File: src/fbess_pkg.sv
package fbess_pkg;

  // clock rate and timing figures
  localparam int CLK_MHZ = 250;
  localparam int SE_WINDOW_US = 35;
  localparam int SUSP_LAT_US = 20;
  localparam int PROG_US = 10;
  localparam int PREPROG_US = 100;
  localparam int ERASE_US = 400;
  localparam int SE_WINDOW_CYC = SE_WINDOW_US * CLK_MHZ;
  localparam int SUSP_LAT_CYC = SUSP_LAT_US * CLK_MHZ;
  localparam int PROG_CYC = PROG_US * CLK_MHZ;
  localparam int PREPROG_CYC = PREPROG_US * CLK_MHZ;
  localparam int ERASE_CYC = ERASE_US * CLK_MHZ;
  localparam int CNT_W = 24;

  // flash bus geometry
  localparam int ADDR_W = 21;
  localparam int DATA_W = 16;
  localparam int NBANK = 4;
  localparam int BANK_W = 2;
  localparam int BANK_LO = 19;
  localparam int SECT_W = 6;
  localparam int SECT_LO = 13;
  localparam int NSECT = 64;
  localparam int UNLK_W = 12;
  localparam int CODE_W = 8;

  // command codes, low data byte only
  localparam logic [CODE_W-1:0] CMD_UNLK1 = 8'hAA;
  localparam logic [CODE_W-1:0] CMD_UNLK2 = 8'h55;
  localparam logic [CODE_W-1:0] CMD_BYPASS = 8'h20;
  localparam logic [CODE_W-1:0] CMD_PROG = 8'hA0;
  localparam logic [CODE_W-1:0] CMD_SETUP = 8'h80;
  localparam logic [CODE_W-1:0] CMD_CHIP = 8'h10;
  localparam logic [CODE_W-1:0] CMD_SECTOR = 8'h30;
  localparam logic [CODE_W-1:0] CMD_RESUME = 8'h30;
  localparam logic [CODE_W-1:0] CMD_SUSPEND = 8'hB0;
  localparam logic [CODE_W-1:0] CMD_AUTOSEL = 8'h90;
  localparam logic [CODE_W-1:0] CMD_BYP_EXIT = 8'h00;
  localparam logic [CODE_W-1:0] CMD_RESET = 8'hF0;
  localparam logic [UNLK_W-1:0] ADDR_UNLK1 = 12'h555;
  localparam logic [UNLK_W-1:0] ADDR_UNLK2 = 12'h2AA;

  // status word bit positions
  localparam int POLL_BIT = 7;
  localparam int TOGGLE_BIT = 6;
  localparam int WINDOW_BIT = 3;
  localparam int ETOGGLE_BIT = 2;

  // register map
  localparam int AXI_AW = 8;
  localparam logic [AXI_AW-1:0] REG_STATUS = 8'h00;
  localparam logic [AXI_AW-1:0] REG_CTRL = 8'h04;
  localparam logic [31:0] CTRL_RST = 32'h0000_0000;
  localparam int CTRL_LOCK_BIT = 0;
  localparam int STAT_STRIDE = 8;
  localparam logic [1:0] RESP_OKAY = 2'b00;
  localparam logic [1:0] RESP_SLVERR = 2'b10;

  typedef enum logic [3:0] {
    ST_READ = 4'b0000,
    ST_UNLK1 = 4'b0001,
    ST_UNLK2 = 4'b0010,
    ST_SETUP = 4'b0011,
    ST_SU_UNLK1 = 4'b0100,
    ST_SU_UNLK2 = 4'b0101,
    ST_PROG_ADDR = 4'b0110,
    ST_PROG_BUSY = 4'b0111,
    ST_BYP_80 = 4'b1000,
    ST_BYP_RST = 4'b1001,
    ST_CHIP_BUSY = 4'b1010,
    ST_SE_WINDOW = 4'b1011,
    ST_SE_BUSY = 4'b1100,
    ST_AUTOSEL = 4'b1101
  } fbess_state_e;

endpackage

File: src/fbess_top.sv
// Function
// AA/55 unlock then 20h enters bypass
// bypass program is A0h then address/data
// bypass chip erase takes two writes
// bypass sector erase takes two writes
// bypass mode accepts only four sequences
// 90h at bank then 00h exits bypass
// elevated accel input forces bypass mode
// six-write chip erase, writes ignored meanwhile
// erase preprograms then erases, self-timed
// erase end returns read; status bits reported
// hardware reset aborts erase immediately
// six-write sector erase ends sector/30h
// 35 us window accepts more sectors
// window restarts at each write strobe rise
// foreign write in window aborts to read
// window bit shows window expiry
// other banks read array data
// running sector erase accepts only suspend
// B0h suspend only during sector erase
// suspend within latency, window suspends at once
// suspended sectors read status, others array
// autoselect allowed; program returns to suspend
// resume restarts erase, extra resumes ignored
// bypass sector pair is 80h then 30h
// upper data byte ignored in commands
// per-bank state selected by bank address
`timescale 1ns/1ns
module fbess_top
  import fbess_pkg::*;
#(
  parameter int SE_WINDOW_CYCLES = SE_WINDOW_CYC,
  parameter int SUSP_LAT_CYCLES = SUSP_LAT_CYC,
  parameter int PROG_CYCLES = PROG_CYC,
  parameter int PREPROG_CYCLES = PREPROG_CYC,
  parameter int ERASE_CYCLES = ERASE_CYC
) (
  input wire logic clk,
  input wire logic nrst,
  input wire logic [AXI_AW-1:0] s_axi_awaddr,
  input wire logic s_axi_awvalid,
  output logic s_axi_awready,
  input wire logic [31:0] s_axi_wdata,
  input wire logic [3:0] s_axi_wstrb,
  input wire logic s_axi_wvalid,
  output logic s_axi_wready,
  output logic [1:0] s_axi_bresp,
  output logic s_axi_bvalid,
  input wire logic s_axi_bready,
  input wire logic [AXI_AW-1:0] s_axi_araddr,
  input wire logic s_axi_arvalid,
  output logic s_axi_arready,
  output logic [31:0] s_axi_rdata,
  output logic [1:0] s_axi_rresp,
  output logic s_axi_rvalid,
  input wire logic s_axi_rready,
  input wire logic flash_we_n,
  input wire logic flash_oe_n,
  input wire logic accel_program_input,
  input wire logic [ADDR_W-1:0] flash_addr,
  input wire logic [DATA_W-1:0] flash_data_in,
  output logic [DATA_W-1:0] flash_data_out,
  output logic flash_data_oe,
  output logic [ADDR_W-1:0] array_raddr,
  input wire logic [DATA_W-1:0] array_rdata,
  output logic array_wr_en,
  output logic [ADDR_W-1:0] array_wr_addr,
  output logic [DATA_W-1:0] array_wr_data,
  output logic [NBANK-1:0] bank_busy
);

  localparam int SYN_W = 3 + ADDR_W + DATA_W;

  function automatic logic is_cmd(input logic [CODE_W-1:0] code, input logic [UNLK_W-1:0] low,
                                  input logic [CODE_W-1:0] want, input logic [UNLK_W-1:0] at);
    is_cmd = (code == want) && (low == at);
  endfunction

  // pin synchroniser: three stages, a change counts once stages two and three agree
  logic [SYN_W-1:0] sy1_r, sy2_r, sy3_r, stab_r;
  wire [SYN_W-1:0] pins = {flash_we_n, flash_oe_n, accel_program_input, flash_addr, flash_data_in};

  wire we_s = stab_r[SYN_W-1];
  wire oe_s = stab_r[SYN_W-2];
  wire acc_s = stab_r[SYN_W-3];
  wire [ADDR_W-1:0] addr_s = stab_r[DATA_W +: ADDR_W];
  wire [DATA_W-1:0] data_s = stab_r[DATA_W-1:0];

  logic we_prev_r, oe_prev_r, tog_r, ctrl_lock_r;

  // writes latch on the rising edge of the write strobe
  wire wr_ev = we_s && !we_prev_r;
  wire rd_ev = !oe_s && oe_prev_r;
  wire cmd_ev = wr_ev && !ctrl_lock_r;
  wire [CODE_W-1:0] wr_code = data_s[CODE_W-1:0];
  wire [UNLK_W-1:0] wr_low = addr_s[UNLK_W-1:0];
  wire [BANK_W-1:0] wr_bank = addr_s[BANK_LO +: BANK_W];
  wire [SECT_W-1:0] wr_sect = addr_s[SECT_LO +: SECT_W];

  always_ff @(posedge clk or negedge nrst) begin
    if (!nrst) begin
      {sy1_r, sy2_r, sy3_r, stab_r} <= '1;
      {we_prev_r, oe_prev_r} <= 2'b11;
      tog_r <= 1'b0;
    end else begin
      sy1_r <= pins;
      sy2_r <= sy1_r;
      sy3_r <= sy2_r;
      if (sy2_r == sy3_r) begin
        stab_r <= sy3_r;
      end
      we_prev_r <= we_s;
      oe_prev_r <= oe_s;
      tog_r <= tog_r ^ rd_ev;
    end
  end

  logic [NBANK-1:0] prog_go, busy_w, erase_w, susp_w, byp_w;
  logic [NBANK-1:0][3:0] st_w;
  logic [NBANK-1:0][NSECT-1:0] sel_w;
  logic [31:0] status_reg;

  for (genvar b = 0; b < NBANK; b++) begin : g_bank
    fbess_state_e st_r, st_nxt;
    logic byp_r, byp_nxt, susp_r, susp_nxt, pre_r, pre_nxt, sp_r, sp_nxt, go;
    logic [CNT_W-1:0] cnt_r, cnt_nxt, sp_cnt_r, sp_cnt_nxt;
    logic [NSECT-1:0] sel_r, sel_nxt;
    wire hit = cmd_ev && (wr_bank == BANK_W'(b));
    wire byp_eff = byp_r || acc_s;
    wire cnt_zero = (cnt_r == '0);

    always_comb begin
      st_nxt = st_r;
      byp_nxt = byp_r;
      susp_nxt = susp_r;
      pre_nxt = pre_r;
      cnt_nxt = cnt_r;
      sel_nxt = sel_r;
      sp_nxt = sp_r;
      sp_cnt_nxt = sp_cnt_r;
      go = 1'b0;
      case (st_r)
        ST_READ: begin
          if (hit && byp_eff && !susp_r) begin
            // only the bypass command set is decoded here
            if (wr_code == CMD_PROG) begin
              st_nxt = ST_PROG_ADDR;
            end else if (wr_code == CMD_SETUP) begin
              st_nxt = ST_BYP_80;
            end else if (wr_code == CMD_AUTOSEL) begin
              st_nxt = ST_BYP_RST;
            end
          end else if (hit && susp_r && wr_code == CMD_RESUME) begin
            st_nxt = ST_SE_BUSY;
            susp_nxt = 1'b0;
          end else if (hit && is_cmd(wr_code, wr_low, CMD_UNLK1, ADDR_UNLK1)) begin
            st_nxt = ST_UNLK1;
          end
        end
        ST_UNLK1, ST_SETUP, ST_SU_UNLK1: begin
          if (hit) begin
            st_nxt = ST_READ;
            if (st_r == ST_SETUP && is_cmd(wr_code, wr_low, CMD_UNLK1, ADDR_UNLK1)) begin
              st_nxt = ST_SU_UNLK1;
            end else if (st_r != ST_SETUP && is_cmd(wr_code, wr_low, CMD_UNLK2, ADDR_UNLK2)) begin
              st_nxt = (st_r == ST_UNLK1) ? ST_UNLK2 : ST_SU_UNLK2;
            end
          end
        end
        ST_UNLK2: begin
          if (hit) begin
            st_nxt = ST_READ;
            if (!susp_r && is_cmd(wr_code, wr_low, CMD_BYPASS, ADDR_UNLK1)) begin
              byp_nxt = 1'b1;
            end else if (is_cmd(wr_code, wr_low, CMD_PROG, ADDR_UNLK1)) begin
              st_nxt = ST_PROG_ADDR;
            end else if (!susp_r && is_cmd(wr_code, wr_low, CMD_SETUP, ADDR_UNLK1)) begin
              st_nxt = ST_SETUP;
            end else if (wr_code == CMD_AUTOSEL) begin
              st_nxt = ST_AUTOSEL;
            end
          end
        end
        ST_SU_UNLK2, ST_BYP_80: begin
          if (hit) begin
            st_nxt = ST_READ;
            if (wr_code == CMD_CHIP && (st_r == ST_BYP_80 || wr_low == ADDR_UNLK1)) begin
              st_nxt = ST_CHIP_BUSY;
              sel_nxt = '1;
              pre_nxt = 1'b1;
              cnt_nxt = CNT_W'(PREPROG_CYCLES);
            end else if (wr_code == CMD_SECTOR) begin
              st_nxt = ST_SE_WINDOW;
              sel_nxt[wr_sect] = 1'b1;
              cnt_nxt = CNT_W'(SE_WINDOW_CYCLES);
            end
          end
        end
        ST_BYP_RST: begin
          if (hit) begin
            st_nxt = ST_READ;
            if (wr_code == CMD_BYP_EXIT) begin
              byp_nxt = 1'b0;
            end
          end
        end
        ST_PROG_ADDR: begin
          if (hit) begin
            go = 1'b1;
            st_nxt = ST_PROG_BUSY;
            sp_cnt_nxt = CNT_W'(PROG_CYCLES);
          end
        end
        ST_PROG_BUSY: begin
          // own counter, so a suspended erase keeps its remaining count
          if (sp_cnt_r == '0) begin
            st_nxt = ST_READ;
          end else begin
            sp_cnt_nxt = sp_cnt_r - 1'b1;
          end
        end
        ST_SE_WINDOW: begin
          if (hit && wr_code == CMD_SECTOR) begin
            sel_nxt[wr_sect] = 1'b1;
            cnt_nxt = CNT_W'(SE_WINDOW_CYCLES);
          end else if (hit && wr_code == CMD_SUSPEND) begin
            st_nxt = ST_READ;
            susp_nxt = 1'b1;
            pre_nxt = 1'b1;
            cnt_nxt = CNT_W'(PREPROG_CYCLES);
          end else if (hit) begin
            st_nxt = ST_READ;
            sel_nxt = '0;
          end else if (cnt_zero) begin
            st_nxt = ST_SE_BUSY;
            pre_nxt = 1'b1;
            cnt_nxt = CNT_W'(PREPROG_CYCLES);
          end else begin
            cnt_nxt = cnt_r - 1'b1;
          end
        end
        ST_CHIP_BUSY, ST_SE_BUSY: begin
          // chip erase ignores every write, sector erase only hears suspend
          if (hit && st_r == ST_SE_BUSY && wr_code == CMD_SUSPEND && !sp_r) begin
            sp_nxt = 1'b1;
            sp_cnt_nxt = CNT_W'(SUSP_LAT_CYCLES);
          end
          if (cnt_zero && pre_r) begin
            pre_nxt = 1'b0;
            cnt_nxt = CNT_W'(ERASE_CYCLES);
          end else if (cnt_zero) begin
            st_nxt = ST_READ;
            sel_nxt = '0;
            sp_nxt = 1'b0;
          end else if (sp_r && sp_cnt_r == '0) begin
            st_nxt = ST_READ;
            susp_nxt = 1'b1;
            sp_nxt = 1'b0;
          end else begin
            cnt_nxt = cnt_r - 1'b1;
            if (sp_r) begin
              sp_cnt_nxt = sp_cnt_r - 1'b1;
            end
          end
        end
        ST_AUTOSEL: begin
          if (hit && wr_code == CMD_RESET) begin
            st_nxt = ST_READ;
          end
        end
        default: begin
          st_nxt = ST_READ;
        end
      endcase
    end

    // hardware reset drops any erase in flight
    always_ff @(posedge clk or negedge nrst) begin
      if (!nrst) begin
        st_r <= ST_READ;
        {byp_r, susp_r, pre_r, sp_r} <= '0;
        {cnt_r, sp_cnt_r, sel_r} <= '0;
      end else begin
        st_r <= st_nxt;
        byp_r <= byp_nxt;
        susp_r <= susp_nxt;
        pre_r <= pre_nxt;
        sp_r <= sp_nxt;
        cnt_r <= cnt_nxt;
        sp_cnt_r <= sp_cnt_nxt;
        sel_r <= sel_nxt;
      end
    end

    assign prog_go[b] = go;
    assign st_w[b] = st_r;
    assign sel_w[b] = sel_r;
    assign susp_w[b] = susp_r;
    assign byp_w[b] = byp_eff;
    assign erase_w[b] = (st_r == ST_CHIP_BUSY) || (st_r == ST_SE_BUSY);
    assign busy_w[b] = erase_w[b] || (st_r == ST_PROG_BUSY) || (st_r == ST_SE_WINDOW);
    assign status_reg[b*STAT_STRIDE +: STAT_STRIDE] = {1'b0, erase_w[b] || susp_r, susp_r, byp_eff, st_r};
  end

  // read path: status for every address of a busy bank, or for the selected sectors of a suspended bank
  wire [BANK_W-1:0] rd_bank = addr_s[BANK_LO +: BANK_W];
  wire [SECT_W-1:0] rd_sect = addr_s[SECT_LO +: SECT_W];
  wire r_busy = busy_w[rd_bank];
  wire r_prog = (st_w[rd_bank] == ST_PROG_BUSY);
  wire r_sel = sel_w[rd_bank][rd_sect];
  wire r_susp = susp_w[rd_bank] && !r_busy;
  wire r_erase = erase_w[rd_bank] || susp_w[rd_bank];
  wire show_stat = r_busy || (r_susp && r_sel);
  logic [DATA_W-1:0] stat_word;

  always_comb begin
    stat_word = '0;
    stat_word[POLL_BIT] = r_prog ? !array_wr_data[POLL_BIT] : r_susp;
    stat_word[TOGGLE_BIT] = r_busy && tog_r;
    stat_word[WINDOW_BIT] = r_erase;
    stat_word[ETOGGLE_BIT] = r_erase && r_sel && tog_r;
  end

  wire [DATA_W-1:0] rd_word = show_stat ? stat_word : array_rdata;

  // program data keeps the full word, unlike command writes
  always_ff @(posedge clk or negedge nrst) begin
    if (!nrst) begin
      {flash_data_out, flash_data_oe, array_raddr, bank_busy} <= '0;
      {array_wr_en, array_wr_addr, array_wr_data} <= '0;
    end else begin
      flash_data_out <= rd_word;
      flash_data_oe <= !oe_s;
      array_raddr <= addr_s;
      bank_busy <= busy_w;
      array_wr_en <= |prog_go;
      if (|prog_go) begin
        array_wr_addr <= addr_s;
        array_wr_data <= data_s;
      end
    end
  end

  // register slave; address and data may arrive in either order
  logic aw_hold_r, w_hold_r;
  logic [AXI_AW-1:0] aw_addr_r;
  logic [31:0] w_data_r;
  logic [3:0] w_strb_r;
  wire aw_take = s_axi_awvalid && s_axi_awready;
  wire w_take = s_axi_wvalid && s_axi_wready;
  wire ar_take = s_axi_arvalid && s_axi_arready;
  wire b_done = s_axi_bvalid && s_axi_bready;
  wire r_done = s_axi_rvalid && s_axi_rready;
  wire wr_do = aw_hold_r && w_hold_r && !s_axi_bvalid;
  wire wr_map = (aw_addr_r == REG_CTRL) || (aw_addr_r == REG_STATUS);
  wire rd_map = (s_axi_araddr == REG_CTRL) || (s_axi_araddr == REG_STATUS);
  wire [31:0] ctrl_word = CTRL_RST | {31'b0, ctrl_lock_r};
  wire [31:0] rd_reg = (s_axi_araddr == REG_STATUS) ? status_reg :
                       (s_axi_araddr == REG_CTRL) ? ctrl_word : '0;

  always_ff @(posedge clk or negedge nrst) begin
    if (!nrst) begin
      {aw_hold_r, w_hold_r, s_axi_bvalid, s_axi_rvalid} <= '0;
      {s_axi_awready, s_axi_wready, s_axi_arready} <= '1;
      {aw_addr_r, w_data_r, w_strb_r, s_axi_rdata} <= '0;
      s_axi_bresp <= RESP_OKAY;
      s_axi_rresp <= RESP_OKAY;
      ctrl_lock_r <= CTRL_RST[CTRL_LOCK_BIT];
    end else begin
      // ready drops on a take and returns only once the answer is accepted
      s_axi_awready <= !aw_take && (s_axi_awready || b_done);
      s_axi_wready <= !w_take && (s_axi_wready || b_done);
      s_axi_arready <= !ar_take && (s_axi_arready || r_done);
      aw_hold_r <= aw_take || (aw_hold_r && !wr_do);
      w_hold_r <= w_take || (w_hold_r && !wr_do);
      s_axi_bvalid <= wr_do || (s_axi_bvalid && !s_axi_bready);
      s_axi_rvalid <= ar_take || (s_axi_rvalid && !s_axi_rready);
      if (aw_take) begin
        aw_addr_r <= s_axi_awaddr;
      end
      if (w_take) begin
        w_data_r <= s_axi_wdata;
        w_strb_r <= s_axi_wstrb;
      end
      if (wr_do) begin
        s_axi_bresp <= wr_map ? RESP_OKAY : RESP_SLVERR;
        if (aw_addr_r == REG_CTRL && w_strb_r[0]) begin
          ctrl_lock_r <= w_data_r[CTRL_LOCK_BIT];
        end
      end
      if (ar_take) begin
        s_axi_rdata <= rd_reg;
        s_axi_rresp <= rd_map ? RESP_OKAY : RESP_SLVERR;
      end
    end
  end

endmodule

File: config.mk
export PLATFORM = sky130hd
export DESIGN_NAME = fbess_top
export DESIGN_NICKNAME = d
export VERILOG_FILES = /design/src/fbess_pkg.sv /design/src/fbess_top.sv
export SDC_FILE = /design/constraint.sdc
export NUM_CORES = 2
export LEC_CHECK = 0
export ABC_AREA = 1
export BUFFER_PORTS_ARGS = -buffer_cell sky130_fd_sc_hd__buf_2
export CAP_MARGIN = 20
export CORE_AREA = 5 5 317 319
export DETAILED_ROUTE_END_ITERATION = 8
export DIE_AREA = 0 0 322 324
export REMOVE_ABC_BUFFERS = 1
export SYNTH_ARGS = -nofsm -noshare
export SYNTH_HDL_FRONTEND = slang
export SYNTH_SLANG_ARGS = --single-unit
File: constraint.sdc
create_clock -name clk -period 3.8 [get_ports clk]
set_clock_uncertainty 0.1 [all_clocks]
set_input_delay 0 -clock clk [delete_from_list [all_inputs] [get_ports clk]]
set_output_delay 0 -clock clk [all_outputs]
set_load 0.05 [all_outputs]
---- Word level (Yosys, flattened, before mapping) ----
Cells that the tools add are included.
word-level totals
  register bits after elaboration ......... 777
  input bits .............................. 115
  output and inout port bits .............. 121
cells by class
  equality and inequality tests ........... 203
  bitwise operators ....................... 5
  magnitude comparators ................... 3
  muxes and demuxes ....................... 339
  $add $sub $neg .......................... 8
  reduce and logical (&&, ||, !) cells .... 234
operators with widths
  cell                     count
  $mux W64                 33
  $mux W24                 65
  $pmux W64 S3             4
  $pmux W24 S3             8
  $mux W4                  90
  $or A64 B64 Y64          4
  $logic_not A24 Y1        8
  $sub A24 B1 Y24 const B  8
  $ne A2 B2 Y1 const B     80
  $pmux W4 S10             4
  $bmux W64 S2             1
  $logic_and A1 B1 Y1      105
  $mux W1                  100
  $eq A4 B4 Y1 const B     24
  $ne A3 B3 Y1 const B     32
  $eq A4 B3 Y1 const B     17
  $reduce_and A7 Y1        8
  $reduce_and A13 Y1       4
  $eq A8 B8 Y1 const B     6
  $ne A4 B4 Y1 const B     12
  $eq A40 B40 Y1           1
  $mux W3                  12
  $reduce_bool A3 Y1       12
  $logic_or A1 B1 Y1       35
  other kinds (38)         119

---- Logic depth before layout (Yosys ltp) ----
  word-level depth ........................ 13
  depth in mapped cells ................... 20
  mapped depth without buffers ............ 17

---- Least setup slack after synthesis ----
Ideal clock, no wire load.
  path kind ............................... flip-flop to flip-flop
  start ................................... register g_bank[2].cnt_r[0]
  end ..................................... register g_bank[2].sel_r[14]
  data required time ...................... 3.568 ns
  arrival ................................. 2.141 ns
  library setup time ...................... 0.132 ns
  stages on the path, launching flop included .. 17
  slack ................................... 1.427 ns
  path through ............................ dfrtp_1 inv_1 ha_1 nand2_1 nor2_1 nand3_2 inv_2 nand2_1 inv_2 nand2_1 nand3b_4 nor3_4 inv_2 buf_2 buf_4 nand2_1 o21ai_1
on the way
  longest elaborated chain between the ends .. 4
ends and longest elaborated chain
  what                             line              RTL
  from (decl)                      fbess_top.sv:126  logic [CNT_W-1:0] cnt_r, cnt_nxt, sp_cnt_r, sp_cnt_nxt;
  from (signal assigned)           fbess_top.sv:289  cnt_r <= cnt_nxt;
  $logic_not A24 Y1 (*)            fbess_top.sv:130  wire cnt_zero = (cnt_r == '0);
  $logic_and A1 B1 Y1              fbess_top.sv:248  if (cnt_zero && pre_r) begin
  $ne A2 B2 Y1 (no line)           -
  $reduce_and A7 Y1 (no line) (*)  -
  to (signal assigned)             fbess_top.sv:291  sel_r <= sel_nxt;
  to (decl)                        fbess_top.sv:127  logic [NSECT-1:0] sel_r, sel_nxt;
Every way passes the cells marked *; elsewhere a longest branch is shown, timed or not.
A chain may end at the register's enable or synchronous reset.

---- Worst setup path in the final report ----
  start ................................... register stab_r[18]
  end ..................................... register g_bank[2].sel_r[5]
on the way
  longest elaborated chain between the ends .. 6
ends and longest elaborated chain
  what                     line              RTL
  from (decl)              fbess_top.sv:80   logic [SYN_W-1:0] sy1_r, sy2_r, sy3_r, stab_r;
  from (signal assigned)   fbess_top.sv:110  stab_r <= sy3_r;
  $eq A12 B11 Y1 (*)       fbess_top.sv:187  if (wr_code == CMD_CHIP && (st_r == ST_BYP_80 || wr_low == ADDR_UNLK1)) begin
  $logic_or A1 B1 Y1 (*)   fbess_top.sv:187
  $logic_and A1 B1 Y1 (*)  fbess_top.sv:187
  $mux W64                 fbess_top.sv:187
  $mux W64                 fbess_top.sv:185  if (hit) begin
  $pmux W64 S3             fbess_top.sv:142  case (st_r)
Every way passes the cells marked *; elsewhere a longest branch is shown, timed or not. The select of a mux whose other input is x is not followed.

==> summary.md <==
| Metric | Value |
|---|---|
| DR DRC count | `0` |
| Die area | `~100000 um^2` |
| Layout cells sized above 1 | `approximately 11%` |
| Total vias in the final route | `just over 40000` |
| Initial Util | `44.57%` |
| Setup crit start kind | `register` |
| Global-route wire length before repair | `roughly 220000 um` |
| Hold WC Path Type | `input port to register` |
| Crit path arrival time | `approximately 4.0 ns` |
| Yosys warning count | `0` |
| Root Buffer | `clkbuf_16` |
| # fillers | `9449` |
| Register area share after synthesis | `44.84%` |
| Minimum clock period | `around 3.5 ns` |
| Final ANT Viol Nets | `0` |
| Clk_lat worst skew | `between 0.7 and 0.8 ns` |
| Period utilization | `92.47%` |
| Status | `finished, final reports clean` |
| WL/cell | `~19 um` |
| Slew headroom | `32.20%` |
| RSZ-0062 raised after global routing | `false` |
| Main flop type after synthesis | `dfrtp_1` |
| Net count, final | `6455` |
| Worst EP required | `between 4 and 5 ns` |
| CP Class | `register to register` |
| TritonCTS clock tree | `yes` |
| Slowest cell on crit path | `nor3_4` |
| Post-synthesis cell area | `~43000 um^2` |
| Synth cell types | `66` |
| Worst-path clk slew | `about 0.060 ns` |
| Async set-reset flop share out of synthesis | `100.0%` |
| Core ar. | `between 90000 and 100000 um^2` |
| PortBufs | `195` |
| Vias in the first global route | `about 40000` |
| Post-Synthesis Cells | `a little over 6000` |
| Fmax | `284.6 MHz` |
| Post-synth EDFFs | `0` |
| TritonRoute pass-1 iters | `6` |
| P per Cell Area | `between 300 and 400 nW/um^2` |
| Commonest non-fill, non-tap cell in the layout | `nand2_1` |
| 1st-iter DRT viols | `3513` |
| Worst Setup End Kind | `register` |
| Actual slew at the worst max-slew pin | `1.017 ns` |
| Hold Path Depth | `4` |
| Placed cell count | `between 7000 and 8000` |
| Setup bufs post-CTS | `0` |
| Initial antenna violation count | `0` |
| Fin cells | `approximately 7700` |
| Final hold viol count | `0` |
| Clock Path Buffers | `3` |
| I/O pins | `around 240` |
| Congestion Overflow GR | `0` |
| R2R cell count | `11` |
| Synth-to-Final Area Change | `15.97%` |
| Hpwl dp | `92590 um` |
| Routability congestion estimate | `slightly below 1` |
| Total wire length | `~140000 um` |
| Most frequent cells in the layout | `nand2_1, nor2_1, o21ai_0` |
| H-tree depth | `3` |
| CP cell instances | `nand4_1 > nor3_4 > nor2_1 > nor2_2 > inv_2 > nand3_1 > nand2_1 > nor3_4 > buf_4 > o21ai_0 > o21ai_0` |
| Antenna Cells | `0` |
| Via density | `between 5 and 6` |
| Number of synthesized register bits | `771` |
| Worst vdd ir | `0.3428 mV` |
| Num Clock Sinks | `approximately 770` |
| Final Max Tran Viols | `0` |
| Max-cap violations | `0` |
| Die width | `about 320 um` |
| Std-Cell Rows | `roughly 120` |
| Pin count of the biggest net entering global routing | `about 170` |
| Crit path max fanout | `43` |
| Syn Area/Cell | `just over 7 um^2` |
| Setup-failing EPs final | `0` |
| Total Routing Usage GR | `around 27%` |
| WHS | `around 0.019 ns` |
| Num CTS Buffers | `88` |
| Die Y | `about 320 um` |
| CP peak stage delay | `about 0.6 ns` |
| Leak pwr | `approximately 26 nW` |
## power by group
part | switching, mW | internal, mW | leakage [nW]
Combinational | 0.534 | 0.297 | 14.8
Clock | 3.72 | 4.92 | 1.43
Sequential | 0.116 | 8.45 | 10.1
Total | 4.37 | 13.7 | 26.4
## layout make-up
type,count,area (um^2),area share [%]
multi-input cells,4419,20580,40.80
flip-flops and latches,771,19500,38.67
repair buffers,456,3591,7.120
clock buffers,129,2590,5.136
inverters,592,2225,4.411
well taps,1287,1610,3.193
clock inverters,33,335.3,0.6649
## through the flow
stage	setup slack, ns	power (mW)	setup TNS, ns	utilization (%)	instance area, um^2
4_1_cts	0.1751	18.23	0	51.68	50410
6_report	0.2860	18.03	0	51.70	50430
5_1_grt	0.09375	18.67	0	51.70	50430
3_5_place_dp	0.1887	9.398	0	47.11	45960
3_3_place_gp	0.2098	9.387	0	47.10	45950
2_1_floorplan	-4.928	9.008	-494.81	-	42240
## routing by layer
metal	track usage, %	part of all wire (%)	vias up
met3	4.979	8.0	290
li1	-	-	19900
met1	37.58	44	19590
met2	42.40	45	1456
met4	8.311	2.9	0
met5	0	0	-
## what timing repair did
action                                  4_1_cts  5_1_grt
hold endpoints to repair                    708        0
hold buffers                                152        0
endpoints found under the setup margin        0       10
gates resized for setup                       0        1
## critical path: cells and delay by family, from the launching register on
family	cells	cell delay [ns]
AO/OA/AOI/OAI	2	0.27
buffers and inverters	2	0.67
flip-flops	1	0.56
AND/OR/NAND/NOR	7	1.80
## Yosys cell counts (83+ instances only)
| master | n | share of area, % |
|---|---|---|
| nand2_1 | 1990 | 17 |
| nor2_1 | 646 | 5.6 |
| o21ai_0 | 621 | 7.1 |
| dfrtp_1 | 606 | 35 |
| inv_1 | 559 | 4.8 |
| nand3_1 | 335 | 3.9 |
| dfstp_2 | 165 | 10 |
| xor2_1 | 154 | 3.1 |
| clkbuf_1 | 122 | 1.1 |
| nor3_1 | 107 | 1.2 |
| buf_2 | 93 | 1.1 |
| a21oi_1 | 83 | 0.96 |
## registers in the layout, summed over array words and instances (netlist names), 4 cells and up
name and count:
array_raddr 21, array_wr_addr 21, array_wr_data 16, aw_addr_r 8, bank_busy 4, flash_data_out 16
g_bank.byp_r 4, g_bank.cnt_r 96, g_bank.pre_r 4, g_bank.sel_r 256, g_bank.sp_cnt_r 96, g_bank.sp_r 4
g_bank.st_r 16, g_bank.susp_r 4, s_axi_rdata 28, stab_r 40, sy1_r 40, sy2_r 40
sy3_r 40
## final timing paths
check / from / end / slack [ns]
max in group asynchronous: nrst / array_raddr[10] / 2.25
min in group asynchronous: nrst / g_bank[1].sel_r[33] / 0.45
min reg2reg: sy1_r[1] / sy2_r[1] / 0.25
min: s_axi_awaddr[6] / aw_addr_r[6] / 0.02
max: stab_r[18] / g_bank[2].sel_r[5] / 0.29
max reg2reg: stab_r[18] / g_bank[2].sel_r[5] / 0.29
## kinds of logic after synthesis
family / after synthesis / share of synthesized area, %
adder cells (fa/ha/maj): 12 / 0.3453
other: 1 / 0.008624
flip-flops: 771 / 44.84
XOR/XNOR: 190 / 3.827
buffers and inverters: 856 / 8.028
AO/OA/AOI/OAI: 958 / 12.10
multiplexers: 9 / 0.2302
AND/OR/NAND/NOR: 3244 / 30.61
Note: power is estimated with default switching activity, not from simulation.
